`config.mk`:
```
export PLATFORM = sky130hd
export DESIGN_NAME = rx_uart_core
export DESIGN_NICKNAME = d
export VERILOG_FILES = /design/src/rx_pair_fifo.v /design/src/rx_uart_core.v
export VERILOG_INCLUDE_DIRS = /design/src
export SDC_FILE = /design/constraint.sdc
export NUM_CORES = 1
export LEC_CHECK = 0
export BUFFER_PORTS_ARGS = -buffer_cell sky130_fd_sc_hd__buf_2
export CAP_MARGIN = 10
export CELL_PAD_IN_SITES_DETAIL_PLACEMENT = 1
export CELL_PAD_IN_SITES_GLOBAL_PLACEMENT = 1
export CORE_AREA = 4 4 139 141
export CTS_CLUSTER_DIAMETER = 60
export CTS_CLUSTER_SIZE = 30
export DETAILED_ROUTE_END_ITERATION = 12
export DIE_AREA = 0 0 143 145
export HOLD_SLACK_MARGIN = 0.15
export PLACE_DENSITY_LB_ADDON = 0.1
export SLEW_MARGIN = 20
export SYNTH_ARGS = -nofsm -noshare
export SYNTH_HDL_FRONTEND = slang
export SYNTH_SLANG_ARGS = --single-unit
```
`constraint.sdc`:
```
create_clock -name SYS_CLK -period 13.79 [get_ports SYS_CLK]
set_input_delay 2.758 -clock SYS_CLK [delete_from_list [all_inputs] [get_ports SYS_CLK]]
set_output_delay 2.758 -clock SYS_CLK [all_outputs]
set_load 0.02 [all_outputs]
```
`src/rx_uart_defines.vh`:
```
`ifndef RX_UART_DEFINES_VH
`define RX_UART_DEFINES_VH

// ----------------------------------------------------------------
// register indices (byte address = index * 4)
// ----------------------------------------------------------------
`define REG_DATA        3'h0
`define REG_STATUS_A    3'h1
`define REG_CONTROL_B   3'h2
`define REG_CONTROL_C   3'h3
`define REG_BAUD        3'h4
`define REG_LAST        3'h4

// ----------------------------------------------------------------
// serial_status_a fields
// ----------------------------------------------------------------
`define STA_RXC         7
`define STA_FE          4
`define STA_DOR         3
`define STA_UPE         2

// ----------------------------------------------------------------
// serial_control_b fields
// ----------------------------------------------------------------
`define CTB_RX_COMPLETE_IRQ_ENABLE       7
`define CTB_RECEIVER_ENABLE        4
`define CTB_CSZ2        2
`define CTB_RX_NINTH_BIT        1
`define CTB_TX_NINTH_BIT        0

// ----------------------------------------------------------------
// serial_control_c fields
// ----------------------------------------------------------------
`define CTC_PARITY_ENABLE_BIT        5
`define CTC_PARITY_ODD_SELECT        4
`define CTC_STOP_BIT_COUNT_SELECT        3
`define CTC_CSZ_HI      2
`define CTC_CSZ_LO      1

// ----------------------------------------------------------------
// fifo entry layout
// ----------------------------------------------------------------
`define ENT_W           12
`define ENT_UPE         11
`define ENT_DOR         10
`define ENT_FE          9
`define ENT_D9          8

// ----------------------------------------------------------------
// codes, reset values, responses
// ----------------------------------------------------------------
`define CSZ_NINE        3'h7
`define CSZ_RST         3'h3
`define BAUD_RST        16'h0015
`define RESP_OKAY       2'h0
`define RESP_SLVERR     2'h2
`define DATA_BITS_MIN   4'h5

`endif

```
`src/rx_pair_fifo.v`:
```
`include "rx_uart_defines.vh"

module rx_pair_fifo (
   input  wire                 clk,
   input  wire                 rst_n,
   input  wire                 flush,
   input  wire                 push,
   input  wire [`ENT_W-1:0]    push_entry,
   input  wire                 pop,
   output wire [`ENT_W-1:0]    head_entry,
   output wire                 empty,
   output wire                 full
);

   reg [`ENT_W-1:0] mem [0:1];
   reg              wr_ptr_q;
   reg              rd_ptr_q;
   reg [1:0]        count_q;
   wire             do_pop;
   wire             do_push;

   assign empty      = (count_q == 2'h0);
   assign full       = (count_q == 2'h2);
   assign do_pop     = pop & ~empty;
   assign do_push    = push & (~full | do_pop);
   assign head_entry = mem[rd_ptr_q];

   // ----------------------------------------------------------------
   // storage
   // ----------------------------------------------------------------
   always @(posedge clk) begin
      if (do_push) begin
         mem[wr_ptr_q] <= push_entry;
      end
   end

   // ----------------------------------------------------------------
   // pointers and fill count
   // ----------------------------------------------------------------
   always @(posedge clk or negedge rst_n) begin
      if (!rst_n) begin
         wr_ptr_q <= 1'b0;
         rd_ptr_q <= 1'b0;
         count_q  <= 2'h0;
      end else if (flush) begin
         wr_ptr_q <= 1'b0;
         rd_ptr_q <= 1'b0;
         count_q  <= 2'h0;
      end else begin
         if (do_push) begin
            wr_ptr_q <= ~wr_ptr_q;
         end
         if (do_pop) begin
            rd_ptr_q <= ~rd_ptr_q;
         end
         if (do_push & ~do_pop) begin
            count_q <= count_q + 2'h1;
         end else if (do_pop & ~do_push) begin
            count_q <= count_q - 2'h1;
         end
      end
   end

endmodule // rx_pair_fifo

```
`src/rx_uart_core.v`:
```
// The register offsets and the AXI4-Lite slave port were chosen for this implementation.
`include "rx_uart_defines.vh"

// Summary of operation
// nine-bit mode: software reads ninth bit first
// data read pops fifo, status follows
// receive-complete high while fifo nonempty
// receiver disable flushes fifo
// irq level: flag, enable, global enable
// isr must read data to clear
// error flags stored per entry, read-only
// error flags raise no interrupt
// software writes zero to error bits
// frame error is inverted first stop
// only first stop bit checked
// overrun on start with fifo full, held
// overrun clears on successful transfer
// parity on when upper bit; lower selects odd
// parity mismatch stored in entry
// parity error zero while parity off
// parity error valid until data read
// disable abandons frame, releases pin
// flush by reading until flag clear
// first stop moves frame to fifo
// unused upper data bits read zero
// enable takes over receive pin
// freed slot takes held frame at once
// status read has no fifo effect

module rx_uart_core (
   input  wire        SYS_CLK,
   input  wire        RST_B,
   input  wire        RXD,
   input  wire        GLOBAL_IRQ_EN,
   output wire        RX_PIN_OVERRIDE,
   output wire        RX_IRQ,
   input  wire [31:0] S_AXI_AWADDR,
   input  wire        S_AXI_AWVALID,
   output wire        S_AXI_AWREADY,
   input  wire [31:0] S_AXI_WDATA,
   input  wire [3:0]  S_AXI_WSTRB,
   input  wire        S_AXI_WVALID,
   output wire        S_AXI_WREADY,
   output reg  [1:0]  S_AXI_BRESP,
   output reg         S_AXI_BVALID,
   input  wire        S_AXI_BREADY,
   input  wire [31:0] S_AXI_ARADDR,
   input  wire        S_AXI_ARVALID,
   output wire        S_AXI_ARREADY,
   output reg  [31:0] S_AXI_RDATA,
   output reg  [1:0]  S_AXI_RRESP,
   output reg         S_AXI_RVALID,
   input  wire        S_AXI_RREADY
);

   localparam [1:0] ST_IDLE  = 2'h0;
   localparam [1:0] ST_START = 2'h1;
   localparam [1:0] ST_BITS  = 2'h2;

   // ----------------------------------------------------------------
   // decode helpers
   // ----------------------------------------------------------------
   function mapped;
      input [31:0] addr;
      begin
         mapped = (addr[31:5] == 27'h0) && (addr[4:2] <= `REG_LAST);
      end
   endfunction

   function [7:0] data_mask;
      input [2:0] csz;
      begin
         case (csz)
            3'h0:    data_mask = 8'h1F;
            3'h1:    data_mask = 8'h3F;
            3'h2:    data_mask = 8'h7F;
            default: data_mask = 8'hFF;
         endcase
      end
   endfunction

   // ----------------------------------------------------------------
   // reset release
   // ----------------------------------------------------------------
   reg rst_meta_q;
   reg rst_n;

   always @(posedge SYS_CLK or negedge RST_B) begin
      if (!RST_B) begin
         rst_meta_q <= 1'b0;
         rst_n      <= 1'b0;
      end else begin
         rst_meta_q <= 1'b1;
         rst_n      <= rst_meta_q;
      end
   end

   // ----------------------------------------------------------------
   // control registers
   // ----------------------------------------------------------------
   reg        rx_complete_irq_enable_q;
   reg        receiver_enable_q;
   reg        tx_ninth_bit_q;
   reg [2:0]  csz_q;
   reg [1:0]  upm_q;
   reg        stop_bit_count_select_q;
   reg [15:0] baud_q;

   wire       pen = upm_q[1];
   wire       odd = upm_q[0];
   wire [3:0] n_data = (csz_q == `CSZ_NINE) ? 4'h9 :
                       `DATA_BITS_MIN + {2'h0, csz_q[1:0]};
   wire [3:0] n_total = n_data + {3'h0, pen};

   // ----------------------------------------------------------------
   // fifo
   // ----------------------------------------------------------------
   wire [`ENT_W-1:0] head;
   wire              f_empty;
   wire              f_full;
   wire              pop;
   reg               hold_valid_q;
   reg [`ENT_W-1:0]  hold_q;
   reg               ovr_q;

   rx_pair_fifo u_fifo (
      .clk        (SYS_CLK),
      .rst_n      (rst_n),
      .flush      (~receiver_enable_q),
      .push       (hold_valid_q),
      .push_entry ({hold_q[`ENT_UPE],
                    hold_q[`ENT_DOR] | ovr_q,
                    hold_q[`ENT_FE:0]}),
      .pop        (pop),
      .head_entry (head),
      .empty      (f_empty),
      .full       (f_full)
   );

   wire rx_complete_flag = ~f_empty;
   wire take = hold_valid_q & (~f_full | pop);

   assign RX_IRQ          = rx_complete_flag & rx_complete_irq_enable_q & GLOBAL_IRQ_EN;
   assign RX_PIN_OVERRIDE = receiver_enable_q;

   // ----------------------------------------------------------------
   // receive sequencer
   // ----------------------------------------------------------------
   reg [1:0]  state_q;
   reg [15:0] cnt_q;
   reg [3:0]  idx_q;
   reg [8:0]  shift_q;
   reg        par_q;
   reg        rx_prev_q;

   wire [15:0] limit = (state_q == ST_START) ? {1'b0, baud_q[15:1]}
                                             : baud_q;
   wire        tick  = (cnt_q == limit);
   wire        start_edge = rx_prev_q & ~RXD;
   wire        upe_new = pen & (^shift_q ^ par_q ^ odd);

   always @(posedge SYS_CLK or negedge rst_n) begin
      if (!rst_n) begin
         state_q      <= ST_IDLE;
         cnt_q        <= 16'h0000;
         idx_q        <= 4'h0;
         shift_q      <= 9'h000;
         par_q        <= 1'b0;
         rx_prev_q    <= 1'b1;
         ovr_q        <= 1'b0;
         hold_valid_q <= 1'b0;
         hold_q       <= {`ENT_W{1'b0}};
      end else if (!receiver_enable_q) begin
         state_q      <= ST_IDLE;
         cnt_q        <= 16'h0000;
         rx_prev_q    <= 1'b1;
         ovr_q        <= 1'b0;
         hold_valid_q <= 1'b0;
      end else begin
         rx_prev_q <= RXD;
         if (take) begin
            hold_valid_q <= 1'b0;
            ovr_q        <= 1'b0;
         end
         case (state_q)
            ST_IDLE: begin
               cnt_q <= 16'h0000;
               if (start_edge) begin
                  state_q <= ST_START;
                  if (f_full & hold_valid_q & ~take) begin
                     ovr_q <= 1'b1;
                  end
               end
            end
            ST_START: begin
               cnt_q <= tick ? 16'h0000 : cnt_q + 16'h0001;
               if (tick) begin
                  idx_q   <= 4'h0;
                  shift_q <= 9'h000;
                  state_q <= RXD ? ST_IDLE : ST_BITS;
               end
            end
            ST_BITS: begin
               cnt_q <= tick ? 16'h0000 : cnt_q + 16'h0001;
               if (tick) begin
                  idx_q <= idx_q + 4'h1;
                  if (idx_q < n_data) begin
                     shift_q[idx_q] <= RXD;
                  end else if (idx_q < n_total) begin
                     par_q <= RXD;
                  end else begin
                     // first stop bit ends the frame
                     state_q <= ST_IDLE;
                     if (~hold_valid_q | take) begin
                        hold_valid_q <= 1'b1;
                        hold_q <= {upe_new,
                                   ovr_q & ~take,
                                   ~RXD,
                                   shift_q};
                     end
                  end
               end
            end
            default: begin
               state_q <= ST_IDLE;
            end
         endcase
      end
   end

   // ----------------------------------------------------------------
   // axi4-lite write channel
   // ----------------------------------------------------------------
   reg        aw_full_q;
   reg [31:0] aw_addr_q;
   reg        w_full_q;
   reg [31:0] w_data_q;
   reg [3:0]  w_strb_q;

   assign S_AXI_AWREADY = ~aw_full_q;
   assign S_AXI_WREADY  = ~w_full_q;

   wire do_wr = aw_full_q & w_full_q & ~S_AXI_BVALID;
   wire wr_ok = mapped(aw_addr_q);

   always @(posedge SYS_CLK or negedge rst_n) begin
      if (!rst_n) begin
         aw_full_q    <= 1'b0;
         aw_addr_q    <= 32'h00000000;
         w_full_q     <= 1'b0;
         w_data_q     <= 32'h00000000;
         w_strb_q     <= 4'h0;
         S_AXI_BVALID <= 1'b0;
         S_AXI_BRESP  <= `RESP_OKAY;
         rx_complete_irq_enable_q      <= 1'b0;
         receiver_enable_q       <= 1'b0;
         tx_ninth_bit_q       <= 1'b0;
         csz_q        <= `CSZ_RST;
         upm_q        <= 2'h0;
         stop_bit_count_select_q       <= 1'b0;
         baud_q       <= `BAUD_RST;
      end else begin
         if (S_AXI_AWVALID & ~aw_full_q) begin
            aw_full_q <= 1'b1;
            aw_addr_q <= S_AXI_AWADDR;
         end
         if (S_AXI_WVALID & ~w_full_q) begin
            w_full_q <= 1'b1;
            w_data_q <= S_AXI_WDATA;
            w_strb_q <= S_AXI_WSTRB;
         end
         if (S_AXI_BVALID & S_AXI_BREADY) begin
            S_AXI_BVALID <= 1'b0;
         end
         if (do_wr) begin
            aw_full_q    <= 1'b0;
            w_full_q     <= 1'b0;
            S_AXI_BVALID <= 1'b1;
            S_AXI_BRESP  <= wr_ok ? `RESP_OKAY : `RESP_SLVERR;
            if (wr_ok & w_strb_q[0]) begin
               // status writes leave error flags untouched
               case (aw_addr_q[4:2])
                  `REG_CONTROL_B: begin
                     rx_complete_irq_enable_q  <= w_data_q[`CTB_RX_COMPLETE_IRQ_ENABLE];
                     receiver_enable_q   <= w_data_q[`CTB_RECEIVER_ENABLE];
                     csz_q[2] <= w_data_q[`CTB_CSZ2];
                     tx_ninth_bit_q   <= w_data_q[`CTB_TX_NINTH_BIT];
                  end
                  `REG_CONTROL_C: begin
                     upm_q      <= w_data_q[`CTC_PARITY_ENABLE_BIT:`CTC_PARITY_ODD_SELECT];
                     stop_bit_count_select_q     <= w_data_q[`CTC_STOP_BIT_COUNT_SELECT];
                     csz_q[1:0] <= w_data_q[`CTC_CSZ_HI:`CTC_CSZ_LO];
                  end
                  `REG_BAUD: begin
                     baud_q[7:0] <= w_data_q[7:0];
                  end
                  default: begin
                  end
               endcase
            end
            if (wr_ok & w_strb_q[1] & (aw_addr_q[4:2] == `REG_BAUD)) begin
               baud_q[15:8] <= w_data_q[15:8];
            end
         end
      end
   end

   // ----------------------------------------------------------------
   // axi4-lite read channel
   // ----------------------------------------------------------------
   assign S_AXI_ARREADY = ~S_AXI_RVALID;

   wire ar_go = S_AXI_ARVALID & ~S_AXI_RVALID;
   wire rd_ok = mapped(S_AXI_ARADDR);

   // only a data read advances the fifo
   assign pop = ar_go & rd_ok &
                (S_AXI_ARADDR[4:2] == `REG_DATA);

   reg [7:0] rd_byte;

   always @* begin
      rd_byte = 8'h00;
      case (S_AXI_ARADDR[4:2])
         `REG_DATA: begin
            rd_byte = head[7:0] & data_mask(csz_q) &
                      {8{rx_complete_flag}};
         end
         `REG_STATUS_A: begin
            rd_byte[`STA_RXC] = rx_complete_flag;
            rd_byte[`STA_FE]  = rx_complete_flag & head[`ENT_FE];
            rd_byte[`STA_DOR] = rx_complete_flag & head[`ENT_DOR];
            rd_byte[`STA_UPE] = rx_complete_flag & pen &
                                head[`ENT_UPE];
         end
         `REG_CONTROL_B: begin
            rd_byte[`CTB_RX_COMPLETE_IRQ_ENABLE] = rx_complete_irq_enable_q;
            rd_byte[`CTB_RECEIVER_ENABLE]  = receiver_enable_q;
            rd_byte[`CTB_CSZ2]  = csz_q[2];
            rd_byte[`CTB_RX_NINTH_BIT]  = rx_complete_flag & head[`ENT_D9];
            rd_byte[`CTB_TX_NINTH_BIT]  = tx_ninth_bit_q;
         end
         `REG_CONTROL_C: begin
            rd_byte[`CTC_PARITY_ENABLE_BIT:`CTC_PARITY_ODD_SELECT]   = upm_q;
            rd_byte[`CTC_STOP_BIT_COUNT_SELECT]             = stop_bit_count_select_q;
            rd_byte[`CTC_CSZ_HI:`CTC_CSZ_LO] = csz_q[1:0];
         end
         `REG_BAUD: begin
            rd_byte = baud_q[7:0];
         end
         default: begin
            rd_byte = 8'h00;
         end
      endcase
   end

   always @(posedge SYS_CLK or negedge rst_n) begin
      if (!rst_n) begin
         S_AXI_RVALID <= 1'b0;
         S_AXI_RDATA  <= 32'h00000000;
         S_AXI_RRESP  <= `RESP_OKAY;
      end else begin
         if (S_AXI_RVALID & S_AXI_RREADY) begin
            S_AXI_RVALID <= 1'b0;
         end
         if (ar_go) begin
            S_AXI_RVALID <= 1'b1;
            S_AXI_RRESP  <= rd_ok ? `RESP_OKAY : `RESP_SLVERR;
            if (!rd_ok) begin
               S_AXI_RDATA <= 32'h00000000;
            end else if (S_AXI_ARADDR[4:2] == `REG_BAUD) begin
               S_AXI_RDATA <= {16'h0000, baud_q};
            end else begin
               S_AXI_RDATA <= {24'h000000, rd_byte};
            end
         end
      end
   end

endmodule // rx_uart_core

```
==> reports/results.tsv, run 1 <==
metric	value	unit
Placed Area	9070	sq um
CP arrival	3.12	ns
Core Region	18000	sq um
vias in the first global route	6473	
Fin. Hold Viols	0	
hold crit path type	reg2reg	
postcts setup bufs	0	
minimum clock period	5.88	ns
ANT nets after route	0	
Avg Cell Area, Syn	11.5	sq um
Overflow after GRT	0	
fill cell count	1926	
GR Util All Layers	0.205	
Starting Density	0.465	
Synth top area share	0.425	
H-tree depth	4	
count leader, synth	dfrtp_1	
setup TNS	0	ns
Slew HR	0.272	
WS Path Type	in2out	
R2R Setup Slk	9.51	ns
status	complete, no violations	
CTS tree	built	
global-route wire length before repair	34.1	mm
LEAKAGE	4.32	nW
max-cap violations	0	
most instantiated cells after synthesis	142 x dfrtp_1, 75 x mux2_2, 72 x nand2_1	
RePlAce Congestion	0.782	
DRC	0	
Worst-Skew Late Latency	0.43	ns
Sink Count	172	
R2R depth	8	
Worst R2R Start	state_q[1]	
post-synthesis cell type count	63	
fmax	170	MHz
Final nets	963	
I/O pins	152	
CTS resizes	0	
Seq/Total Area, Yosys	0.530	
fin crit share	0.426	
placed wire-length estimate	15.3	mm
Cells after Synth	724	
Crit Reg-Reg Endpoint	hold_q[7]	
routed length per instance	19.2	microns
largest net degree at the start of global routing	90	
num rows	49	
Tightest Pin Transition	1.09	ns
CTS Buffer Depth	2	
ant diodes	0	
cell area after synthesis	8360	sq um
cell taking the most area after synthesis	dfrtp_1	
Post-synth EDFFs	24	
DIE AREA	20700	sq um
required time worst endpoint	11.03	ns
RSZ-0062 raised after global routing	false	
DR iter-0 viols	185	
WL final	20.6	mm
CP Capture Point	RX_IRQ	
Area Growth Syn to Fin	15.7	%
Yosys warnings	0	
Max FO, Critical Path	1	
CTS Root Cell	clkbuf_16	
Design Area, Final	9680	sq um
PwrDens	133	nW/um^2
Vias/cell	5.55	
type of origin of the critical path	input pin	
VDD IR-drop max	0.100	mV
ys flop type	dfrtp_1	
async set-reset flop share out of synthesis	0.860	
CP Capture Type	output port	
# port buffers	111	
TritonRoute pass-1 iters	4	
via count	5965	
width of the chip	143	microns
pre-CTS setup slack	7.91	ns
# setup viols final	0	
#FFs+latches synth	172	
initial antenna violation count	1	
Max Slew Vio Count	0	
Fin Clk Skew	0.0112	ns
clock buffer count from CTS	17	
Synth area leaders	dfrtp_1 42%, mux2_2 10%, edfxtp_1 8.6%	
CTS clock-pin slew for the worst setup and hold paths	0.07	ns
Vert. Die Dim	145	microns
PnR worst setup slack	7.91	ns
share of layout cells above drive strength 1	0.294	
CTS Hold Bufs	0	
critical path launch point	GLOBAL_IRQ_EN	
registers in the layout, indices dropped and copies added, names as in the netlist, 2 cells and up:
name            flops
hold_q             12
cnt_q              16
shift_q             9
w_data_q           16
idx_q               4
baud_q             16
state_q             2
u_fifo.count_q      2
u_fifo.mem         24
upm_q               2
csz_q               3
aw_addr_q          30
S_AXI_RDATA        16
w_strb_q            2
routing by layer:
layer / share of wire / GRT usage / wire length (microns)
met1: 0.43 / 0.268 / 8960
met2: 0.50 / 0.347 / 10300
met3: 0.053 / 0.0510 / 1090
met4: 0.013 / 0.0447 / 265
met5: 0.00063 / 0 / 13
layout by cell type (no fill, tap or decap), drive strengths merged, types with 16 or more instances in the layout:
| cell type | n |
|---|---|
| mux2i | 26 |
| clkbuf | 18 |
| nor2 | 24 |
| nand3 | 20 |
| buf | 115 |
| ha | 21 |
| conb | 19 |
| nor4 | 16 |
| dfrtp | 142 |
| mux2 | 85 |
| inv | 40 |
| a21oi | 19 |
| o21ai | 43 |
| xnor2 | 21 |
| edfxtp | 24 |
| nand2 | 72 |
cell families after synthesis:
group	synth area share
multiplexers	0.149
flip-flops	0.530
adder cells (fa/ha/maj)	0.0314
AND/OR/NAND/NOR	0.110
other	0.000898
AO/OA/AOI/OAI	0.0994
buffers and inverters	0.0431
XOR/XNOR	0.0356
area by class of cell:
cell class,instances,area [sq um],share of cell area
clock buffers,18,439,0.0454
clock inverters,14,164,0.0169
inverters,32,120,0.0124
multi-input cells,495,3640,0.376
flip-flops and latches,172,4440,0.458
well taps,229,287,0.0296
repair buffers,115,589,0.0609
stage by stage:
stage	utilization	std cells	hold WS [ns]	power, W
3_5_place_dp	0.505	1043	0.346	0.000823
3_3_place_gp	0.505	1043	0.343	0.000802
2_1_floorplan	-	741	0.331	0.000764
6_report	0.539	1075	0.361	0.00129
5_1_grt	0.539	1075	0.367	0.00135
4_1_cts	0.538	1075	0.363	0.00131
worst max-delay path: stages:
cell	delay, ns
buf_2	0.07
nand2_1	0.04
nor2_1	0.08
buf_2	0.17
how the worst min path moves through the flow:
stage	from	to	slack [ns]	cells past startpoint
global placement	rst_meta_q	rst_n	0.34	0
detailed placement	rst_meta_q	rst_n	0.35	0
finish	rst_meta_q	rst_n	0.36	0
global route	rst_meta_q	rst_n	0.37	0
CTS	rst_meta_q	rst_n	0.36	0
floorplan	rst_meta_q	rst_n	0.33	0
power breakdown:
| group | internal (W) | total [W] | switching (W) |
|---|---|---|---|
| clock | 0.000251 | 0.000483 | 0.000232 |
| combinational | 0.0000918 | 0.000163 | 0.0000711 |
| sequential | 0.000591 | 0.000646 | 0.0000552 |
| total | 0.000933 | 0.00129 | 0.000359 |
(Power assumes the default switching activity.)
==> inputs of run 2 (changes only) <==
--- a/config.mk
+++ b/config.mk
@@ -10,11 +10,11 @@
 export CAP_MARGIN = 10
 export CELL_PAD_IN_SITES_DETAIL_PLACEMENT = 1
 export CELL_PAD_IN_SITES_GLOBAL_PLACEMENT = 1
-export CORE_AREA = 4 4 139 141
+export CORE_AREA = 4 4 143 145
 export CTS_CLUSTER_DIAMETER = 60
 export CTS_CLUSTER_SIZE = 30
 export DETAILED_ROUTE_END_ITERATION = 12
-export DIE_AREA = 0 0 143 145
+export DIE_AREA = 0 0 147 149
 export HOLD_SLACK_MARGIN = 0.15
 export PLACE_DENSITY_LB_ADDON = 0.1
 export SLEW_MARGIN = 20
==> constraint.sdc (replaced) <==
create_clock -name SYS_CLK -period 5.75 [get_ports SYS_CLK]
set_input_delay 1.15 -clock SYS_CLK [delete_from_list [all_inputs] [get_ports SYS_CLK]]
set_output_delay 1.15 -clock SYS_CLK [all_outputs]
set_load 0.02 [all_outputs]
==> reports/results.tsv, run 2 (synthesized netlist as in run 1, its figures left out) <==
metric	value	unit	change
fin crit share	0.678		
top flop regs	aw_addr_q x30, u_fifo.mem x24		
Fin Clk Skew	0.0109	ns	-0.000269 ns
CP arrival	4.22	ns	+1.10 ns
RSZ-0062 raised after global routing	false		
setup TNS	0	ns	unchanged
largest net degree at the start of global routing	63		-30%
start point of the worst hold path	rst_meta_q		
CTS clock-pin slew for the worst setup and hold paths	0.07	ns	about the same
CTS Buffer Depth	2		unchanged
max-cap violations	0		unchanged
Crit Reg-Reg Endpoint	hold_q[7]		
Design Area, Final	9780	sq um	+1.0%
area of the multi-input gates	3640	sq um	unchanged
most common cell after layout, fill and taps aside	dfrtp_1		
Final nets	966		+0.31%
DR iter-0 viols	235		+27%
LEAKAGE	4.35	nW	+0.61%
CTS resizes	0		unchanged
num rows	51		+4.1%
Core Region	19200	sq um	+6.9%
WL final	20.9	mm	+1.0%
WS Path Type	reg2reg		
DRC	0		unchanged
fmax	256	MHz	
RePlAce Congestion	0.828		+5.9%
via count	5927		-0.64%
Placed Area	9140	sq um	+0.74%
I/O pins	152		unchanged
hold-critical path depth	0		unchanged
FF+latch area	4440	sq um	unchanged
clock buffer count from CTS	17		unchanged
R2R Setup Slk	1.85	ns	-7.66 ns
Max FO, Critical Path	15		+14
Area Growth Syn to Fin	16.9	%	
max FFs per register	30		unchanged
placed wire-length estimate	15.5	mm	+0.87%
Hold EP	rst_n		
Slew HR	0.252		-0.0203
# port buffers	111		unchanged
# setup viols final	0		unchanged
ant diodes	0		unchanged
GR Util All Layers	0.196		-0.00957
ANT nets after route	0		unchanged
Overflow after GRT	0		unchanged
share of layout cells above drive strength 1	0.297		+0.00249
Vias/cell	5.32		-4.1%
routed length per instance	18.7	microns	-2.5%
CTS tree	built		
status	complete, no violations		
Sink Count	172		unchanged
Fin. Hold Viols	0		unchanged
TritonRoute pass-1 iters	4		unchanged
global-route wire length before repair	34.2	mm	+0.32%
Biggest register	aw_addr_q		
fill cell count	2063		+7.1%
type of origin of the critical path	flip-flop		
commonest cells after routing, fill and taps aside	141 x dfrtp_1, 111 x buf_2, 75 x mux2_2		
Starting Density	0.435		-0.0301
CTS Root Cell	clkbuf_16		
H-tree depth	4		unchanged
DIE AREA	21900	sq um	+5.6%
Max Slew Vio Count	0		unchanged
width of the chip	147	microns	+2.8%
PwrDens	322	nW/um^2	+140%
vias in the first global route	6629		+2.4%
CTS Hold Bufs	0		unchanged
Tightest Pin Transition	1.12	ns	+0.0304 ns
R2R depth	9		+1
required time worst endpoint	6.07	ns	-4.96 ns
hold crit path type	reg2reg		
total power	0.00315	W	+140%
Worst-Skew Late Latency	0.43	ns	about the same
minimum clock period	3.90	ns	
postcts setup bufs	0		unchanged
Vert. Die Dim	149	microns	+2.8%
VDD IR-drop max	0.192	mV	+91%
CP Capture Type	flip-flop		
initial antenna violation count	0		-1
Worst R2R Start	state_q[1]		
-- run 2: changes by cell type in the layout (fill, tap and decap cells not counted), sizes merged --
cell / previous run / this run
buf: 115 / 118
bufinv: 0 / 1
clkbuf: 18 / 17
clkinv: 5 / 6
clkinvlp: 1 / 0
-- run 2: where the power goes --
part | leakage (nW) | switching, W | internal (W)
clock | 0.309 | 0.000565 | 0.000641
sequential | 2.13 | 0.000133 | 0.00142
combinational | 1.92 | 0.000172 | 0.000221
-- run 2: worst max-delay path, cell delays in order (launching register included) --
cell and delay [ns]:
dfrtp_1 0.39, inv_1 0.15, ha_1 0.67, inv_1 0.26
or4_1 0.61, a211oi_2 0.19, buf_4 0.22, nand4_2 0.30
or3_4 0.63, mux2_1 0.35
-- run 2: per-stage QoR --
step | setup slack (ns) | cells | hold slack (ns) | util
after CTS | 1.88 | 1114 | 0.367 | 0.509
final | 1.85 | 1114 | 0.366 | 0.509
after floorplan | 1.33 | 741 | 0.331 | -
after global placement | 1.91 | 1082 | 0.340 | 0.476
after detailed placement | 1.77 | 1082 | 0.338 | 0.476
after global routing | 1.69 | 1114 | 0.373 | 0.509
-- run 2: worst max path at each step --
stage	startpoint	end	slack, ns	depth (start not counted)
3_3_place_gp	S_AXI_ARADDR[2]	u_fifo.mem[0][11]	1.91	6
6_report	state_q[1]	hold_q[7]	1.85	9
4_1_cts	state_q[1]	hold_q[7]	1.88	9
2_1_floorplan	rst_n	RX_PIN_OVERRIDE	1.33	0
3_5_place_dp	S_AXI_ARADDR[2]	u_fifo.mem[0][1]	1.77	6
5_1_grt	state_q[1]	hold_q[8]	1.69	9
-- run 2: routing by layer --
layer	GRT usage	up-vias	routed length [microns]
met5	0	-	0
met4	0.0513	0	220
met3	0.0462	16	1030
met2	0.347	117	10500
met1	0.242	2999	9050
li1	-	2795	-
-- run 2: cell type report --
cell class              count  share of cell area
clock buffers              17              0.0435
multi-input cells         495               0.373
well taps                 265              0.0339
clock inverters            15              0.0218
flip-flops and latches    172               0.454
repair buffers            118              0.0622
inverters                  32              0.0123
==> inputs of run 3 (changes only) <==
==> constraint.sdc (replaced) <==
create_clock -name SYS_CLK -period 4.1 [get_ports SYS_CLK]
set_input_delay 0.82 -clock SYS_CLK [delete_from_list [all_inputs] [get_ports SYS_CLK]]
set_output_delay 0.82 -clock SYS_CLK [all_outputs]
set_load 0.02 [all_outputs]
==> reports/results.tsv, run 3 (synthesized netlist as in run 1, its figures left out) <==
metric	value	unit	change
FF+latch area	4440	sq um	unchanged
commonest cells after routing, fill and taps aside	141 x dfrtp_1, 111 x buf_2, 75 x mux2_2		
global-route wire length before repair	35.3	mm	+3.2%
metal1 wirelength	9.41	mm	+3.9%
most common cell after layout, fill and taps aside	dfrtp_1		
Vias/cell	5.38		+1.2%
Fin Clk Skew	0.0165	ns	+0.00562 ns
Sink Count	172		unchanged
fin crit share	0.856		+0.177
Max FO, Critical Path	12		-3
LEAKAGE	4.38	nW	+0.78%
I/O pins	152		unchanged
Starting Density	0.435		unchanged
Worst-Skew Late Latency	0.44	ns	about the same
fill cell count	2080		+0.82%
WS Path Type	reg2reg		
Overflow after GRT	0		unchanged
clock buffer count from CTS	17		unchanged
largest net degree at the start of global routing	78		+24%
Tightest Pin Transition	1.01	ns	-0.112 ns
VDD IR-drop max	0.245	mV	+28%
vias in the first global route	6619		-0.15%
CTS Buffer Depth	2		unchanged
max FFs per register	30		unchanged
WL final	21.5	mm	+3.3%
via count	6028		+1.7%
routed length per instance	19.2	microns	+2.7%
# setup viols final	0		unchanged
DIE AREA	21900	sq um	unchanged
CP arrival	3.83	ns	-0.39 ns
CTS tree	built		
type of origin of the critical path	flip-flop		
placed wire-length estimate	15.9	mm	+3.0%
TritonRoute pass-1 iters	4		unchanged
max-cap violations	0		unchanged
DRC	0		unchanged
Fin. Hold Viols	0		unchanged
RSZ-0062 raised after global routing	false		
switch share	0.286		+0.0101
WL met3	868	microns	-16%
DR iter-0 viols	287		+22%
CTS clock-pin slew for the worst setup and hold paths	0.07	ns	about the same
share of layout cells above drive strength 1	0.299		+0.00260
Comb pwr share	0.127		+0.002
initial antenna violation count	0		unchanged
required time worst endpoint	4.42	ns	-1.65 ns
minimum clock period	3.51	ns	-0.393 ns
Seq pwr share	0.491		about the same
CTS Root Cell	clkbuf_16		
Psw	0.00126	W	+45%
width of the chip	147	microns	unchanged
num rows	51		unchanged
Final nets	972		+0.62%
Slew HR	0.326		+0.0737
Worst R2R Start	state_q[1]		
Final Hold Slack	0.286	ns	-0.0800 ns
R2R depth	10		+1
Vert. Die Dim	149	microns	unchanged
H-tree depth	4		unchanged
R2R Setup Slk	0.59	ns	-1.26 ns
Core Region	19200	sq um	unchanged
RePlAce Congestion	0.796		-3.9%
ant diodes	0		unchanged
Area Growth Syn to Fin	17.6	%	
setup TNS	0	ns	unchanged
WL met2	10.9	mm	+3.7%
PwrDens	448	nW/um^2	+39%
postcts setup bufs	0		unchanged
Top Layer Used	met4		
Biggest register	aw_addr_q		
Crit Reg-Reg Endpoint	hold_q[7]		
hold crit path type	reg2async		
# port buffers	111		unchanged
area of the multi-input gates	3640	sq um	about the same
fmax	285	MHz	+11%
GR Util All Layers	0.203		+0.00682
clock share of power	0.382		about the same
CP Capture Type	flip-flop		
top flop regs	aw_addr_q x30, u_fifo.mem x24		
status	complete, no violations		
Max Slew Vio Count	0		unchanged
Internal	0.00315	W	+38%
ANT nets after route	0		unchanged
==> run 3: cell types whose count changed in the layout (fill, tap and decap cells not counted), sizes merged <==
cell,change
inv,-1
buf,+5
dlygate4sd3,+1
clkinv,+2
bufinv,-1
==> run 3: repair_timing <==
item	4_1_cts	5_1_grt
endpoints found under the hold margin	2	0
hold buffers	1	0
gates resized for setup	0	0
==> run 3: worst max-delay path by stage <==
stage / to / slack, ns / depth (start not counted) / start
after global routing: hold_q[7] / 0.35 / 10 / state_q[1]
after detailed placement: hold_q[7] / 0.61 / 10 / state_q[1]
after global placement: hold_q[8] / 0.72 / 10 / state_q[1]
after CTS: hold_q[7] / 0.59 / 10 / state_q[1]
after floorplan: hold_q[0] / 1.11 / 14 / csz_q[0]
final: hold_q[7] / 0.59 / 10 / state_q[1]
==> run 3: stage by stage <==
step                      setup WS [ns]  cell area, sq um  utilization  instances  total power (W)
after floorplan                    1.11              8430            -        741          0.00257
after global placement            0.721              9170        0.477       1086          0.00270
after detailed placement          0.610              9170        0.477       1086          0.00277
after CTS                         0.591              9810        0.511       1119          0.00446
after global routing              0.348              9840        0.512       1120          0.00461
final                             0.592              9840        0.512       1120          0.00441
==> run 3: layout make-up <==
| cell class | count | share of cell area |
|---|---|---|
| sequential | 172 | 0.451 |
| multi-input combinational | 495 | 0.370 |
| timing repair buffer | 124 | 0.0687 |
| clock buffer | 17 | 0.0433 |
| tap | 265 | 0.0337 |
| clock inverter | 15 | 0.0210 |
| inverter | 32 | 0.0122 |
==> run 3: per-layer routing <==
metal  vias up  track usage
met1      3072        0.259
met2       120        0.352
met5         -            0
li1       2813            -
met3        23       0.0398
met4         0       0.0587
==> run 3: power by group through the flow <==
stage,clock (W),sequential [W],combinational (W)
global placement,0,0.00218,0.000522
global route,0.00179,0.00221,0.000618
floorplan,0,0.00216,0.000415
finish,0.00168,0.00217,0.000560
CTS,0.00172,0.00218,0.000559
detailed placement,0,0.00221,0.000552
==> run 3: worst max-delay path, cell delays in order, from the launching register on <==
cell and delay (ns):
dfrtp_1 0.40, inv_1 0.13, ha_1 0.50, buf_4 0.26, mux2i_1 0.24, xor2_1 0.16, nand4_1 0.16, nor4_4 0.25
nand4_2 0.29, or3_4 0.63, mux2_1 0.35
